### src/vpi_regs.svh
// Register offsets, field positions, reset values and sizes of the vectored interrupt controller.
// Assumes byte addresses on a 32-bit APB bus, one register per aligned word.
//
// How it works
// each source flag set by hardware, software-cleared
// per-source enable gates the request
// three-bit priority per user source, eight levels
// pending vector and its level latched
// pending register read-only, 16 bits, top zero
// new level encoded plainly from 0 to 15
// trap vectors 0 to 6 fixed, 7 reserved
// user vectors start at 8, 255 never made
// flag, enable, priority placed in vector order
// first control: nesting disable and trap flags
// second control: external edges, global enable
// third control: DMA and loop-stack trap flags
// fourth control: software hard trap flag
// cpu level low bits writable at 7:5
// cpu level top bit read-only to software
// highest priority above cpu level, lowest vector
// global enable gates users, never traps
`ifndef VPI_REGS_SVH
`define VPI_REGS_SVH

`define VPI_NUM_SRC 16
`define VPI_NUM_EXT 3
`define VPI_NUM_TRAPIN 8
`define VPI_NUM_ENTRY 24
`define VPI_USER_BASE 8
`define VPI_TRAP_TOP_LEVEL 4'hF

`define VPI_OFS_FLAG 12'h000
`define VPI_OFS_ENABLE 12'h004
`define VPI_OFS_PRIO_BASE 12'h008
`define VPI_OFS_TRAPCTL 12'h018
`define VPI_OFS_EXTCTL 12'h01C
`define VPI_OFS_DMALOOP 12'h020
`define VPI_OFS_SOFTHARD 12'h024
`define VPI_OFS_PENDING 12'h028
`define VPI_OFS_CPUSTAT 12'h02C
`define VPI_OFS_CORECTL 12'h030

`define VPI_BIT_NESTDIS 15
`define VPI_BIT_OSC 1
`define VPI_BIT_STACK 2
`define VPI_BIT_ADDR 3
`define VPI_BIT_MATH 4
`define VPI_BIT_DMA_CONTROLLER 5
`define VPI_BIT_GIE 15
`define VPI_BIT_DMAADDR 5
`define VPI_BIT_LOOPOVF 4
`define VPI_BIT_SWHARD 0
`define VPI_BIT_CPU_LO 5
`define VPI_BIT_CPU_TOP 3
`define VPI_BIT_LEVEL 8

`define VPI_RST_EXTCTL 32'h0000_8000
`define VPI_RST_WORD 32'h0000_0000

`endif

### src/vpi_pkg.sv
// Types shared by the interrupt controller modules.
// Assumes nothing beyond the constants header.
`default_nettype none
package vpi_pkg;
  typedef logic [3:0] vpi_level_t;
  typedef logic [7:0] vpi_vec_t;
  typedef logic [2:0] vpi_prio_t;
endpackage
`default_nettype wire

### src/vpi_arbiter.sv
// Picks the valid entry with the highest level; ties go to the lowest index.
// Assumes entry index equals vector number.
`default_nettype none
module vpi_arbiter
  import vpi_pkg::*;
#(
  parameter int N = 24
) (
  // Candidates
  input wire logic [N-1:0] valid_i,
  input wire vpi_pkg::vpi_level_t level_i [N],
  // Winner
  output logic any_o,
  output vpi_pkg::vpi_vec_t index_o,
  output vpi_pkg::vpi_level_t level_o
);
  always_comb
  begin
    any_o = 1'b0;
    index_o = '0;
    level_o = '0;
    // Downward scan with >= lets the lower vector win a tie
    for (int i = N - 1; i >= 0; i--)
    begin
      if (valid_i[i] && (!any_o || level_i[i] >= level_o))
      begin
        any_o = 1'b1;
        index_o = 8'(i);
        level_o = level_i[i];
      end
    end
  end
endmodule // vpi_arbiter
`default_nettype wire

### src/vpi_ctrl.sv
// Vectored priority interrupt and trap controller with an APB register slave.
// Assumes peripheral requests arrive asynchronously; trap, ack and return come from the core clock.
`include "vpi_regs.svh"
`default_nettype none
module vpi_ctrl (
  // Clock and reset
  input wire logic REF_CLK_I,
  input wire logic RESET_I,
  // APB slave
  input wire logic PSEL_I,
  input wire logic PENABLE_I,
  input wire logic PWRITE_I,
  input wire logic [11:0] PADDR_I,
  input wire logic [31:0] PWDATA_I,
  output logic PREADY_O,
  output logic PSLVERR_O,
  output logic [31:0] PRDATA_O,
  // Interrupt sources and trap events
  input wire logic [`VPI_NUM_SRC-1:0] SRC_REQ_I,
  input wire logic [`VPI_NUM_TRAPIN-1:0] TRAP_I,
  // Core side
  input wire logic ACK_I,
  input wire logic RETURN_I,
  output logic IRQ_O,
  output vpi_pkg::vpi_vec_t VECTOR_O,
  output vpi_pkg::vpi_level_t LEVEL_O,
  output vpi_pkg::vpi_level_t CPU_LEVEL_O
);
  import vpi_pkg::*;

  ////////////////////////////////////////////////////////////////////////////
  // State
  logic [`VPI_NUM_SRC-1:0] flag;
  logic [`VPI_NUM_SRC-1:0] src_en;
  vpi_prio_t prio [`VPI_NUM_SRC];
  logic [`VPI_NUM_TRAPIN-1:0] trap_flag;
  logic nest_dis;
  logic global_irq_enable;
  logic [`VPI_NUM_EXT-1:0] ext_falling;
  logic [2:0] cpu_lo;
  logic cpu_top;
  logic pend_valid;
  vpi_vec_t pend_vec;
  vpi_level_t pend_lvl;
  logic [`VPI_NUM_SRC-1:0] src_sync;
  logic [`VPI_NUM_EXT-1:0] ext_prev;

  ////////////////////////////////////////////////////////////////////////////
  // APB decode
  wire acc = PSEL_I && PENABLE_I;
  wire wr = acc && PWRITE_I;
  wire sel_flag = PADDR_I == `VPI_OFS_FLAG;
  wire sel_en = PADDR_I == `VPI_OFS_ENABLE;
  wire sel_prio = PADDR_I >= `VPI_OFS_PRIO_BASE && PADDR_I < `VPI_OFS_TRAPCTL && PADDR_I[1:0] == 2'b00;
  wire [1:0] prio_word = 2'(PADDR_I[5:2] - 4'h2);
  wire sel_trapctl = PADDR_I == `VPI_OFS_TRAPCTL;
  wire sel_extctl = PADDR_I == `VPI_OFS_EXTCTL;
  wire sel_dmaloop = PADDR_I == `VPI_OFS_DMALOOP;
  wire sel_softhard = PADDR_I == `VPI_OFS_SOFTHARD;
  wire sel_pending = PADDR_I == `VPI_OFS_PENDING;
  wire sel_cpustat = PADDR_I == `VPI_OFS_CPUSTAT;
  wire sel_corectl = PADDR_I == `VPI_OFS_CORECTL;
  wire mapped = sel_flag || sel_en || sel_prio || sel_trapctl || sel_extctl || sel_dmaloop
                || sel_softhard || sel_pending || sel_cpustat || sel_corectl;
  wire wr_flag = wr && sel_flag;
  wire wr_en = wr && sel_en;
  wire wr_prio = wr && sel_prio;
  wire wr_trapctl = wr && sel_trapctl;
  wire wr_extctl = wr && sel_extctl;
  wire wr_dmaloop = wr && sel_dmaloop;
  wire wr_softhard = wr && sel_softhard;
  wire wr_cpustat = wr && sel_cpustat;
  wire wr_corectl = wr && sel_corectl;

  assign PREADY_O = 1'b1;
  assign PSLVERR_O = acc && !mapped;

  ////////////////////////////////////////////////////////////////////////////
  // Source requests
  vpi_sync #(
    .WIDTH(`VPI_NUM_SRC)
  ) u_src_sync (
    .REF_CLK_I(REF_CLK_I),
    .RESET_I(RESET_I),
    .async_i(SRC_REQ_I),
    .sync_o(src_sync)
  );
  logic [`VPI_NUM_SRC-1:0] src_set;
  logic [`VPI_NUM_SRC-1:0] flag_clr;
  logic [31:0] prio_rd [4];
  genvar s;
  generate
    for (s = 0; s < `VPI_NUM_SRC; s++)
    begin : g_src
      if (s < `VPI_NUM_EXT)
      begin : g_ext
        // External lines flag on the selected edge
        assign src_set[s] = ext_falling[s] ? (ext_prev[s] && !src_sync[s])
                                           : (!ext_prev[s] && src_sync[s]);
      end
      else
      begin : g_lvl
        assign src_set[s] = src_sync[s];
      end
      assign flag_clr[s] = wr_flag && PWDATA_I[s];
      // Priority slot s%4 of word s/4, bits 2:0 for the first source
      always_ff @(posedge REF_CLK_I or posedge RESET_I)
      begin
        if (RESET_I)
          prio[s] <= '0;
        else if (wr_prio && prio_word == 2'(s / 4))
          prio[s] <= PWDATA_I[4 * (s % 4) +: 3];
      end
    end
    for (s = 0; s < 4; s++)
    begin : g_prio_rd
      assign prio_rd[s] = {17'h0, prio[4 * s + 3], 1'b0, prio[4 * s + 2], 1'b0,
                           prio[4 * s + 1], 1'b0, prio[4 * s]};
    end
  endgenerate

  always_ff @(posedge REF_CLK_I or posedge RESET_I)
  begin
    if (RESET_I)
    begin
      flag <= '0;
      src_en <= '0;
      ext_prev <= '0;
    end
    else
    begin
      // Set wins over a same-cycle clear
      flag <= (flag & ~flag_clr) | src_set;
      ext_prev <= src_sync[`VPI_NUM_EXT-1:0];
      if (wr_en)
        src_en <= PWDATA_I[`VPI_NUM_SRC-1:0];
    end
  end

  ////////////////////////////////////////////////////////////////////////////
  // Trap flags: 0 osc, 1 addr, 2 stack, 3 math, 4 dma_controller, 5 dma addr, 6 loop, 7 sw hard
  wire [`VPI_NUM_TRAPIN-1:0] trap_clr = {
    wr_softhard && PWDATA_I[`VPI_BIT_SWHARD],
    wr_dmaloop && PWDATA_I[`VPI_BIT_LOOPOVF],
    wr_dmaloop && PWDATA_I[`VPI_BIT_DMAADDR],
    wr_trapctl && PWDATA_I[`VPI_BIT_DMA_CONTROLLER],
    wr_trapctl && PWDATA_I[`VPI_BIT_MATH],
    wr_trapctl && PWDATA_I[`VPI_BIT_STACK],
    wr_trapctl && PWDATA_I[`VPI_BIT_ADDR],
    wr_trapctl && PWDATA_I[`VPI_BIT_OSC]
  };

  always_ff @(posedge REF_CLK_I or posedge RESET_I)
  begin
    if (RESET_I)
    begin
      trap_flag <= '0;
      nest_dis <= 1'b0;
      global_irq_enable <= 1'(`VPI_RST_EXTCTL >> `VPI_BIT_GIE);
      ext_falling <= '0;
    end
    else
    begin
      trap_flag <= (trap_flag & ~trap_clr) | TRAP_I;
      if (wr_trapctl)
        nest_dis <= PWDATA_I[`VPI_BIT_NESTDIS];
      if (wr_extctl)
      begin
        global_irq_enable <= PWDATA_I[`VPI_BIT_GIE];
        ext_falling <= PWDATA_I[`VPI_NUM_EXT-1:0];
      end
    end
  end

  ////////////////////////////////////////////////////////////////////////////
  // Candidates: index is the vector number
  wire vpi_level_t cpu_level = {cpu_top, cpu_lo};
  wire [6:0] trap_req = {
    trap_flag[5] || trap_flag[6], // Generic soft error
    trap_flag[4],                 // DMA controller error
    trap_flag[3],                 // Math error
    trap_flag[2],                 // Stack error
    trap_flag[7],                 // Generic hard trap
    trap_flag[1],                 // Address error
    trap_flag[0]                  // Oscillator failure
  };
  logic [`VPI_NUM_ENTRY-1:0] cand_valid;
  vpi_level_t cand_level [`VPI_NUM_ENTRY];
  logic cand_any;
  vpi_vec_t cand_vec;
  vpi_level_t cand_lvl;
  genvar e;
  generate
    for (e = 0; e < `VPI_NUM_ENTRY; e++)
    begin : g_cand
      if (e < 7)
      begin : g_trap
        // Traps ignore global enable and cpu level
        assign cand_valid[e] = trap_req[e];
        assign cand_level[e] = 4'(`VPI_TRAP_TOP_LEVEL - e);
      end
      else if (e == 7)
      begin : g_rsvd
        assign cand_valid[e] = 1'b0;
        assign cand_level[e] = '0;
      end
      else
      begin : g_user
        assign cand_level[e] = {1'b0, prio[e - `VPI_USER_BASE]};
        assign cand_valid[e] = global_irq_enable && flag[e - `VPI_USER_BASE] && src_en[e - `VPI_USER_BASE]
                               && cand_level[e] > cpu_level;
      end
    end
  endgenerate

  vpi_arbiter #(
    .N(`VPI_NUM_ENTRY)
  ) u_arbiter (
    .valid_i(cand_valid),
    .level_i(cand_level),
    .any_o(cand_any),
    .index_o(cand_vec),
    .level_o(cand_lvl)
  );

  ////////////////////////////////////////////////////////////////////////////
  // Pending vector latch and cpu level
  wire pend_is_trap = pend_vec < vpi_vec_t'(`VPI_USER_BASE);
  wire take = ACK_I && pend_valid;
  always_ff @(posedge REF_CLK_I or posedge RESET_I)
  begin
    if (RESET_I)
    begin
      pend_valid <= 1'b0;
      pend_vec <= '0;
      pend_lvl <= '0;
    end
    else
    begin
      pend_valid <= cand_any;
      if (cand_any)
      begin
        pend_vec <= cand_vec;
        pend_lvl <= cand_lvl;
      end
    end
  end

  always_ff @(posedge REF_CLK_I or posedge RESET_I)
  begin
    if (RESET_I)
    begin
      cpu_lo <= '0;
      cpu_top <= 1'b0;
    end
    else if (take)
    begin
      // Nesting disabled: user handlers run at the top user level
      cpu_lo <= (nest_dis && !pend_is_trap) ? 3'h7 : pend_lvl[2:0];
      cpu_top <= pend_lvl[3];
    end
    else
    begin
      if (wr_cpustat)
        cpu_lo <= PWDATA_I[`VPI_BIT_CPU_LO +: 3];
      if (RETURN_I)
        cpu_top <= 1'b0;
    end
  end

  assign IRQ_O = pend_valid;
  assign VECTOR_O = pend_vec;
  assign LEVEL_O = pend_lvl;
  assign CPU_LEVEL_O = cpu_level;

  ////////////////////////////////////////////////////////////////////////////
  // Read mux
  wire [31:0] rd_trapctl = (32'(nest_dis) << `VPI_BIT_NESTDIS) | (32'(trap_flag[0]) << `VPI_BIT_OSC)
                         | (32'(trap_flag[1]) << `VPI_BIT_ADDR) | (32'(trap_flag[2]) << `VPI_BIT_STACK)
                         | (32'(trap_flag[3]) << `VPI_BIT_MATH) | (32'(trap_flag[4]) << `VPI_BIT_DMA_CONTROLLER);
  wire [31:0] rd_extctl = (32'(global_irq_enable) << `VPI_BIT_GIE) | 32'(ext_falling);
  wire [31:0] rd_dmaloop = (32'(trap_flag[5]) << `VPI_BIT_DMAADDR) | (32'(trap_flag[6]) << `VPI_BIT_LOOPOVF);
  wire [31:0] rd_softhard = 32'(trap_flag[7]) << `VPI_BIT_SWHARD;
  wire [31:0] rd_pending = {16'h0, 4'h0, pend_lvl, pend_vec};
  wire [31:0] rd_cpustat = 32'(cpu_lo) << `VPI_BIT_CPU_LO;
  wire [31:0] rd_corectl = 32'(cpu_top) << `VPI_BIT_CPU_TOP;

  always_comb
  begin
    PRDATA_O = `VPI_RST_WORD;
    if (acc && !PWRITE_I)
    begin
      if (sel_flag)
        PRDATA_O = 32'(flag);
      else if (sel_en)
        PRDATA_O = 32'(src_en);
      else if (sel_prio)
        PRDATA_O = prio_rd[prio_word];
      else if (sel_trapctl)
        PRDATA_O = rd_trapctl;
      else if (sel_extctl)
        PRDATA_O = rd_extctl;
      else if (sel_dmaloop)
        PRDATA_O = rd_dmaloop;
      else if (sel_softhard)
        PRDATA_O = rd_softhard;
      else if (sel_pending)
        PRDATA_O = rd_pending;
      else if (sel_cpustat)
        PRDATA_O = rd_cpustat;
      else if (sel_corectl)
        PRDATA_O = rd_corectl;
    end
  end

  wire [3:0] cand_src = 4'(cand_vec - 8'h08);
  wire cand_user = cand_any && cand_vec >= vpi_vec_t'(`VPI_USER_BASE);
  wire user_pend = pend_valid && !pend_is_trap;
endmodule // vpi_ctrl
`default_nettype wire

### src/vpi_sync.sv
// Two-flop synchroniser for a bus of independent levels.
// Assumes each bit is a slow level from a pin or another clock.
`default_nettype none
module vpi_sync #(
  parameter int WIDTH = 16
) (
  // Clock and reset
  input wire logic REF_CLK_I,
  input wire logic RESET_I,
  // Levels
  input wire logic [WIDTH-1:0] async_i,
  output logic [WIDTH-1:0] sync_o
);
  logic [WIDTH-1:0] meta;

  always_ff @(posedge REF_CLK_I or posedge RESET_I)
  begin
    if (RESET_I)
    begin
      meta <= '0;
      sync_o <= '0;
    end
    else
    begin
      meta <= async_i;
      sync_o <= meta;
    end
  end
endmodule // vpi_sync
`default_nettype wire

### config.mk
export PLATFORM = sky130hd
export DESIGN_NAME = vpi_ctrl
export DESIGN_NICKNAME = d
export VERILOG_FILES = /design/src/vpi_pkg.sv /design/src/vpi_arbiter.sv /design/src/vpi_ctrl.sv /design/src/vpi_sync.sv
export VERILOG_INCLUDE_DIRS = /design/src
export SDC_FILE = /design/constraint.sdc
export NUM_CORES = 1
export LEC_CHECK = 0
export ABC_AREA = 1
export BUFFER_PORTS_ARGS = -buffer_cell sky130_fd_sc_hd__buf_2
export CAP_MARGIN = 20
export CORE_MARGIN = 2
export CORE_UTILIZATION = 47
export CTS_CLUSTER_DIAMETER = 60
export DETAILED_ROUTE_END_ITERATION = 6
export GPL_ROUTABILITY_DRIVEN = 0
export PLACE_DENSITY = 0.67
export SLEW_MARGIN = 20
export SYNTH_ARGS = -nofsm -noshare
export SYNTH_HDL_FRONTEND = slang
export SYNTH_SLANG_ARGS = --single-unit
### constraint.sdc
create_clock -name REF_CLK_I -period 18.1 [get_ports REF_CLK_I]
set_input_delay 0 -clock REF_CLK_I [delete_from_list [all_inputs] [get_ports REF_CLK_I]]
set_output_delay 0 -clock REF_CLK_I [all_outputs]
set_load 0.02 [all_outputs]
Word-level counts from Yosys, hierarchy flattened
Cells that the tools add are included.
{ "word_totals": {"n_memories": 0, "mem_bits_rw": 0, "register_bits": 145, "mem_bits_ro": 0, "in_bits": 75, "latchBits": 0} }
{ "classes": {"bitwise": 14, "magnitude_cmp": 42, "mul": 0, "n_mux": 91, "eq_ne": 11, "n_reduce_logical": 188, "n_div": 0, "add_sub_neg": 1, "n_shift": 0} }
{ "ops": {"columns": ["op", "n"], "rows": [
  ["$mux 32", 6],
  ["$logic_and 1x1->1", 120],
  ["$mux 5", 23],
  ["$bmux 32 s2", 1],
  ["$gt 3x4->1", 16],
  ["$eq 12x6->1 const B", 5],
  ["$mux 3", 19],
  ["$ge 3x3->1", 15],
  ["$mux 12", 3],
  ["$logic_or 1x1->1", 32],
  ["$mux 16", 2],
  ["$mux 4", 8],
  ["$or 16x3->16", 2],
  ["$logic_not 1->1", 31],
  ["$mux 1", 28],
  ["$eq 12x5->1 const B", 2],
  ["$ge 4x4->1 const A", 6],
  ["$and 16x16->16", 1],
  ["$not 16->16", 1],
  ["$or 16x16->16", 1],
  ["$or 16x2->16", 1],
  ["$or 16x4->16", 1],
  ["$or 16x5->16", 1],
  ["$or 16x6->16", 1],
  ["other kinds (18)", 21]
]} }

Logic depth before layout (Yosys ltp)
{ "logic_depth": {"word_depth": 92, "depth_mapped": 159, "ltp_nobuf": 158} }

Hierarchy
Synthesis repeated with hierarchy kept, for this count alone.
{ "hier_totals": {"cells_unflattened": 1617, "area_unflattened_um2": 11962.7} }
{ "modules_own_cells": {"columns": ["module", "seq_area_each_um2", "cells_each", "instances", "area_per_inst_um2"], "rows": [
  ["vpi_ctrl", 2829.0, 892, 1, 7085.5],
  ["vpi_arbiter", 0.0, 692, 1, 4072.7],
  ["vpi_sync", 800.8, 33, 1, 804.5]
]} }

Worst setup path after synthesis
No wires, ideal clock.
{ "synth_timing": {"path_kind": "reg-to-reg", "from": "reg cpu_lo[1]", "to": "reg pend_vec[4] (netlist: VECTOR_O[4])", "path_stages_with_launch": 143, "period_less_slack_ns": 15.754, "arrival_ns": 15.658, "slack_ns": 2.346, "n_path_buf": 1, "path_cell_list": "dfrtp_1 -> inv_1 -> ha_1 -> nand2_1 -> nor2_1 -> nor2_2 -> nand2_4 -> nor2_1 -> inv_1 -> ha_1 -> and3_1 -> nor2_1 -> nand3_1 -> nand2_1 -> nand2_1 -> o21ai_0 -> ha_1 -> o21ai_0 -> (+107 left out) -> ha_1 -> o21ai_0 -> nand2_1 -> a21oi_1 -> nand2_1 -> nand2_1 -> nand3_1 -> and2_1 -> ha_1 -> o21ai_0 -> nand2_1 -> a21oi_1 -> nand2_1 -> nand2_2 -> nand2_1 -> inv_1 -> nand4_1 -> o32ai_2"} }
{ "synth_via": {"elab_chain_len": 91, "elab_cells_between_ends": 188, "classes_between": "order compare (38); mux (68); reduce/logical (82)"} }
{ "synth_lines": {"columns": ["item", "line_no", "rtl"], "rows": [
  ["start, declared", "vpi_ctrl.sv:40", "logic [2:0] cpu_lo;"],
  ["start signal, assigned", "vpi_ctrl.sv:259", "cpu_lo <= (nest_dis && !pend_is_trap) ? 3'h7 : pend_lvl[2:0];"],
  ["start signal, assigned", "vpi_ctrl.sv:265", "cpu_lo <= PWDATA_I[`VPI_BIT_CPU_LO +: 3];"],
  ["$gt 3x4->1", "vpi_ctrl.sv:211", "&& cand_level[e] > cpu_level;"],
  ["$logic_and 1x1->1", "vpi_ctrl.sv:210", "assign cand_valid[e] = global_irq_enable && flag[e - `VPI_USER_BASE] && src_en[e - `VPI_USER_BASE]"],
  ["$mux 3 or $mux 1 (tied branches)", "vpi_arbiter.sv:25", "if (valid_i[i] && (!any_o || level_i[i] >= level_o))"],
  ["$ge 3x3->1 or $logic_not 1->1 (tied branches)", "vpi_arbiter.sv:25", null],
  ["$logic_or 1x1->1", "vpi_arbiter.sv:25", null],
  ["$logic_and 1x1->1", "vpi_arbiter.sv:25", null],
  ["$mux 3 or $mux 1 (tied branches)", "vpi_arbiter.sv:25", null],
  ["$ge 3x3->1 or $logic_not 1->1 (tied branches)", "vpi_arbiter.sv:25", null],
  ["(+75 left out)", null, null],
  ["$ge 4x4->1 or $logic_not 1->1 (tied branches)", "vpi_arbiter.sv:25", null],
  ["$logic_or 1x1->1", "vpi_arbiter.sv:25", null],
  ["$logic_and 1x1->1", "vpi_arbiter.sv:25", null],
  ["$mux 4 or $mux 1 (tied branches)", "vpi_arbiter.sv:25", null],
  ["$ge 4x4->1 or $logic_not 1->1 (tied branches)", "vpi_arbiter.sv:25", null],
  ["$logic_or 1x1->1", "vpi_arbiter.sv:25", null],
  ["$logic_and 1x1->1", "vpi_arbiter.sv:25", null],
  ["$mux 5 or $mux 1 (tied branches)", "vpi_arbiter.sv:25", null],
  ["end signal, assigned", "vpi_ctrl.sv:243", "pend_vec <= cand_vec;"],
  ["end, declared", "vpi_ctrl.sv:43", "vpi_vec_t pend_vec;"]
]} }
Parallel ways exist; a longest one is shown, timed or not.
A chain may end at the register's enable or synchronous reset.

Worst setup path in the final report
{ "layout_timing": {"from": "reg cpu_top", "to": "reg pend_lvl[0] (netlist: LEVEL_O[0])"} }
{ "layout_via": {"elab_chain_len": 91, "elab_cells_between_ends": 166, "classes_between": "order compare (38); mux (46); reduce/logical (82)"} }
{ "layout_lines": {"columns": ["item", "line_no", "rtl"], "rows": [
  ["start, declared", "vpi_ctrl.sv:41", "logic cpu_top;"],
  ["start signal, assigned", "vpi_ctrl.sv:260", "cpu_top <= pend_lvl[3];"],
  ["$gt 3x4->1", "vpi_ctrl.sv:211", null],
  ["$logic_and 1x1->1", "vpi_ctrl.sv:210", null],
  ["$mux 3 or $mux 1 (tied branches)", "vpi_arbiter.sv:25", null],
  ["$ge 3x3->1 or $logic_not 1->1 (tied branches)", "vpi_arbiter.sv:25", null],
  ["$logic_or 1x1->1", "vpi_arbiter.sv:25", null],
  ["$logic_and 1x1->1", "vpi_arbiter.sv:25", null],
  ["$mux 3 or $mux 1 (tied branches)", "vpi_arbiter.sv:25", null],
  ["$ge 3x3->1 or $logic_not 1->1 (tied branches)", "vpi_arbiter.sv:25", null],
  ["(+75 left out)", null, null],
  ["$ge 4x4->1 or $logic_not 1->1 (tied branches)", "vpi_arbiter.sv:25", null],
  ["$logic_or 1x1->1", "vpi_arbiter.sv:25", null],
  ["$logic_and 1x1->1", "vpi_arbiter.sv:25", null],
  ["$mux 4 or $mux 1 (tied branches)", "vpi_arbiter.sv:25", null],
  ["$ge 4x4->1 or $logic_not 1->1 (tied branches)", "vpi_arbiter.sv:25", null],
  ["$logic_or 1x1->1", "vpi_arbiter.sv:25", null],
  ["$logic_and 1x1->1", "vpi_arbiter.sv:25", null],
  ["$mux 4 or $mux 1 (tied branches)", "vpi_arbiter.sv:25", null],
  ["end signal, assigned", "vpi_ctrl.sv:244", "pend_lvl <= cand_lvl;"],
  ["end, declared", "vpi_ctrl.sv:44", "vpi_level_t pend_lvl;"]
]} }
Parallel ways exist; a longest one is shown, timed or not.

==> reports/metrics.cfg <==
[synthesis]
netlist_instances = 1218
syn-cell-area_um2 = 9457
ys_ff_latch = 142
synth_warnings = 0
synth_cell_type_count = 55
syn_avg_cell_area_um2 = 7.764
synth_edf_count = 0
synthFlopType = dfrtp_1
ys_seq_area_share_pct = 37.59
async_flop_share_pct = 100.0

[drt]
drc = 0
wl_um = 28840
postRouteAntennaNets = 0
wl_per_cell_um = 17.73
drt_iter0_markers = 808
drtPass1Iterations = 6
vias = 8821
via_per_inst = 5.422

[power_and_ir_drop]
combPwrFrac_pct = 8.6
leakagePower_nw = 5.388
power.density_nw_per_um2 = 65.79
pwr-share-clk_pct = 47.2
intPower_w = 0.0005554
netSwitchingFraction_pct = 24.50
p_switching_w = 0.0001802
seq_power_share_pct = 44.2
ir_drop_mv = 0.06710

[layout]
layout-drive-gt1-share_pct = 16.16
fin_nets = 1510
final_common_cell = nand2_1
fillers = 1824
area_growth_pct = 18.23
final_cell_mix = 246 x nand2_1, 183 x inv_1, 142 x o21ai_0
post-route-util_pct = 57.07

[setup_path]
crit_slowest_cell = dfrtp_1
start_kind = flip-flop
crit_arrival_ns = 16.61
critical-path-max-stage-delay_ns = 0.42
cp-end-kind = flip-flop
criticalPathCategory = reg -> reg
cp_max_fo = 8
crit_top_cell = nand2_1
critPathRequiredTime_ns = 18.41

[clocking]
cts_made_buffers = 17
cts_buffer_depth = 2
cts_tree = built
clkSlewWorstSetupHoldPaths_ns = 0.06
htreeDepth = 4
clk_latency_ns = 0.43
cts.sinks = 142
clock_tree.root_cell = clkbuf_16

[floorplanning]
initial_core_util_pct = 48.27
die-area_um2 = 21270
core_area_um2 = 19590
rows = 51
die_w_um = 145.8
ios = 126
die_h_um = 145.8

[run_status]
status = completed

[job]
drv_cap = 0

[timing]
holdWs_ns = 0.02936
setup_violations = 0
final-hold-violation-count = 0
clock_skew_ns = 0.007806
max_slew_margin_pct = 29.73
max_freq_mhz = 61.36
fin_crit_ns = 16.30
period_share_pct = 90.03
drv_slew = 0
worst_slew_pin_slew_ns = 1.044

[hold_path]
min-delay-path-class = in -> reg

[grt]
grt_start_max_net_pins = 80
track_usage_pct = 27.41
grt_pass1_vias = 8244
grt_overflow = 0
antenna_found_initial = 1
grt_pass1_wl_um = 45330

[placed_design]
port_buffers = 89
dp_hpwl_um = 21510

==> registers in the layout, summed over array words and instances (netlist names), 4 cells and up <==
name               count
trap_flag              8
flag                  16
u_src_sync.sync_o     16
src_en                16
LEVEL_O                4
VECTOR_O               5
u_src_sync.meta       16
cand_level            48
==> metrics by stage <==
step | total power (W) | setup WS [ns] | cells | TNS (ns) | area [um^2]
2_1_floorplan | 0.0003669 | 2.346 | 1236 | 0 | 9524
3_3_place_gp | 0.0003854 | 0.7618 | 1551 | 0 | 10080
3_5_place_dp | 0.0003868 | 0.5853 | 1551 | 0 | 10080
4_1_cts | 0.0007353 | 0.4822 | 1619 | 0 | 11040
5_1_grt | 0.0007582 | -0.07118 | 1626 | -0.1437 | 11180
6_report | 0.0007356 | 1.804 | 1627 | 0 | 11180
==> critical path, delay by kind of cell (launching register included) <==
family	cells	cell delay (ns)
DFF	1	0.42
AOI/OAI and AO/OA	30	3.33
adders and majority gates	15	3.91
buffers and inverters	16	0.99
and+or+nand+nor	84	7.41
==> cell families after synthesis <==
group / Yosys count / synth area share [%]
buffers and inverters: 242 / 10.70
AND/OR/NAND/NOR: 465 / 22.97
AO/OA/AOI/OAI: 280 / 17.15
adder cells (fa/ha/maj): 87 / 11.51
other: 2 / 0.07942
flip-flops: 142 / 37.59
==> power groups by stage <==
stage                     Clock [W]  Sequential [W]  Combinational, W
after floorplan                   0        0.000331         0.0000355
after global placement            0        0.000331         0.0000547
after detailed placement          0        0.000331         0.0000558
after CTS                  0.000348        0.000325         0.0000619
after global routing       0.000363        0.000326         0.0000698
final                      0.000347        0.000325         0.0000634
==> synthesized netlist by cell type (2+ instances only) <==
| master | n | share of area (%) |
|---|---|---|
| nand2_1 | 249 | 9.9 |
| inv_1 | 185 | 7.3 |
| o21ai_0 | 162 | 8.6 |
| dfrtp_1 | 141 | 37 |
| ha_1 | 87 | 12 |
| nor2_1 | 72 | 2.9 |
| nand3_1 | 54 | 2.9 |
| a21oi_1 | 34 | 1.8 |
| buf_4 | 21 | 1.7 |
| clkbuf_1 | 21 | 0.83 |
| o22ai_1 | 21 | 1.4 |
| nand2_2 | 19 | 1.3 |
| nand4_1 | 13 | 0.86 |
| nand2_4 | 12 | 1.4 |
| o211ai_1 | 9 | 0.71 |
| o21bai_1 | 9 | 0.71 |
| inv_2 | 8 | 0.32 |
| nor3_1 | 8 | 0.42 |
| o221ai_1 | 7 | 0.65 |
| and2_1 | 6 | 0.40 |
| nand3_2 | 6 | 0.64 |
| a211oi_1 | 5 | 0.40 |
| a31oi_1 | 5 | 0.33 |
| nor2_2 | 5 | 0.33 |
| o21ai_1 | 5 | 0.26 |
| a22oi_1 | 4 | 0.32 |
| o311ai_0 | 4 | 0.37 |
| nand3b_1 | 3 | 0.24 |
| nor4_1 | 3 | 0.20 |
| o21ai_2 | 3 | 0.28 |
| or2_2 | 3 | 0.20 |
| a221oi_1 | 2 | 0.19 |
| a22o_1 | 2 | 0.19 |
| and3_1 | 2 | 0.13 |
| buf_6 | 2 | 0.24 |
| clkinv_1 | 2 | 0.079 |
| conb_1 | 2 | 0.079 |
| inv_4 | 2 | 0.13 |
| nor2_4 | 2 | 0.24 |
| nor2_8 | 2 | 0.42 |
| or2_1 | 2 | 0.13 |
==> metal layers <==
layer  vias to the layer above  wire [um]  GRT usage [%]
met5                         -         13              0
met2                       391      13410          44.15
met4                         2        736          8.775
li1                       4262          -              -
met3                        50       2363          5.705
met1                      4116      12320          37.09
==> path summary, 6_finish.rpt <==
check                                        startpoint                        endpoint  slack (ns)  cells past startpoint
setup / recovery                    cpu_top$_DFFE_PP0P_          LEVEL_O[0]$_DFFE_PP0P_        1.80                    145
hold / removal                             PWDATA_I[13]      cand_level[49]$_DFFE_PP0P_        0.03                      3
setup reg to reg                    cpu_top$_DFFE_PP0P_          LEVEL_O[0]$_DFFE_PP0P_        1.80                    145
hold reg to reg            u_src_sync.meta[1]$_DFF_PP0_  u_src_sync.sync_o[1]$_DFF_PP0_        0.35                      0
max in group asynchronous                       RESET_I         VECTOR_O[1]$_DFFE_PP0P_       16.54                      4
min in group asynchronous                       RESET_I    u_src_sync.meta[8]$_DFF_PP0_        0.19                      3
==> repair_timing <==
item                                    in CTS  in global routing
hold buffers                                36                  0
resized for setup                            0                 45
hold endpoints to repair                   122                  0
buffers inserted                             0                  7
endpoints found under the setup margin       0                  8
==> area by class of cell <==
type	count	area, um^2	share of cell area (%)
multi-input combinational	852	5046	45.13
sequential	142	3556	31.80
timing repair buffer	137	895.9	8.013
inverter	198	758.2	6.782
clock buffer	25	515.5	4.611
tap	265	331.6	2.966
clock inverter	7	75.07	0.6714
antenna	1	2.502	0.02238
(Power assumes the default switching activity.)
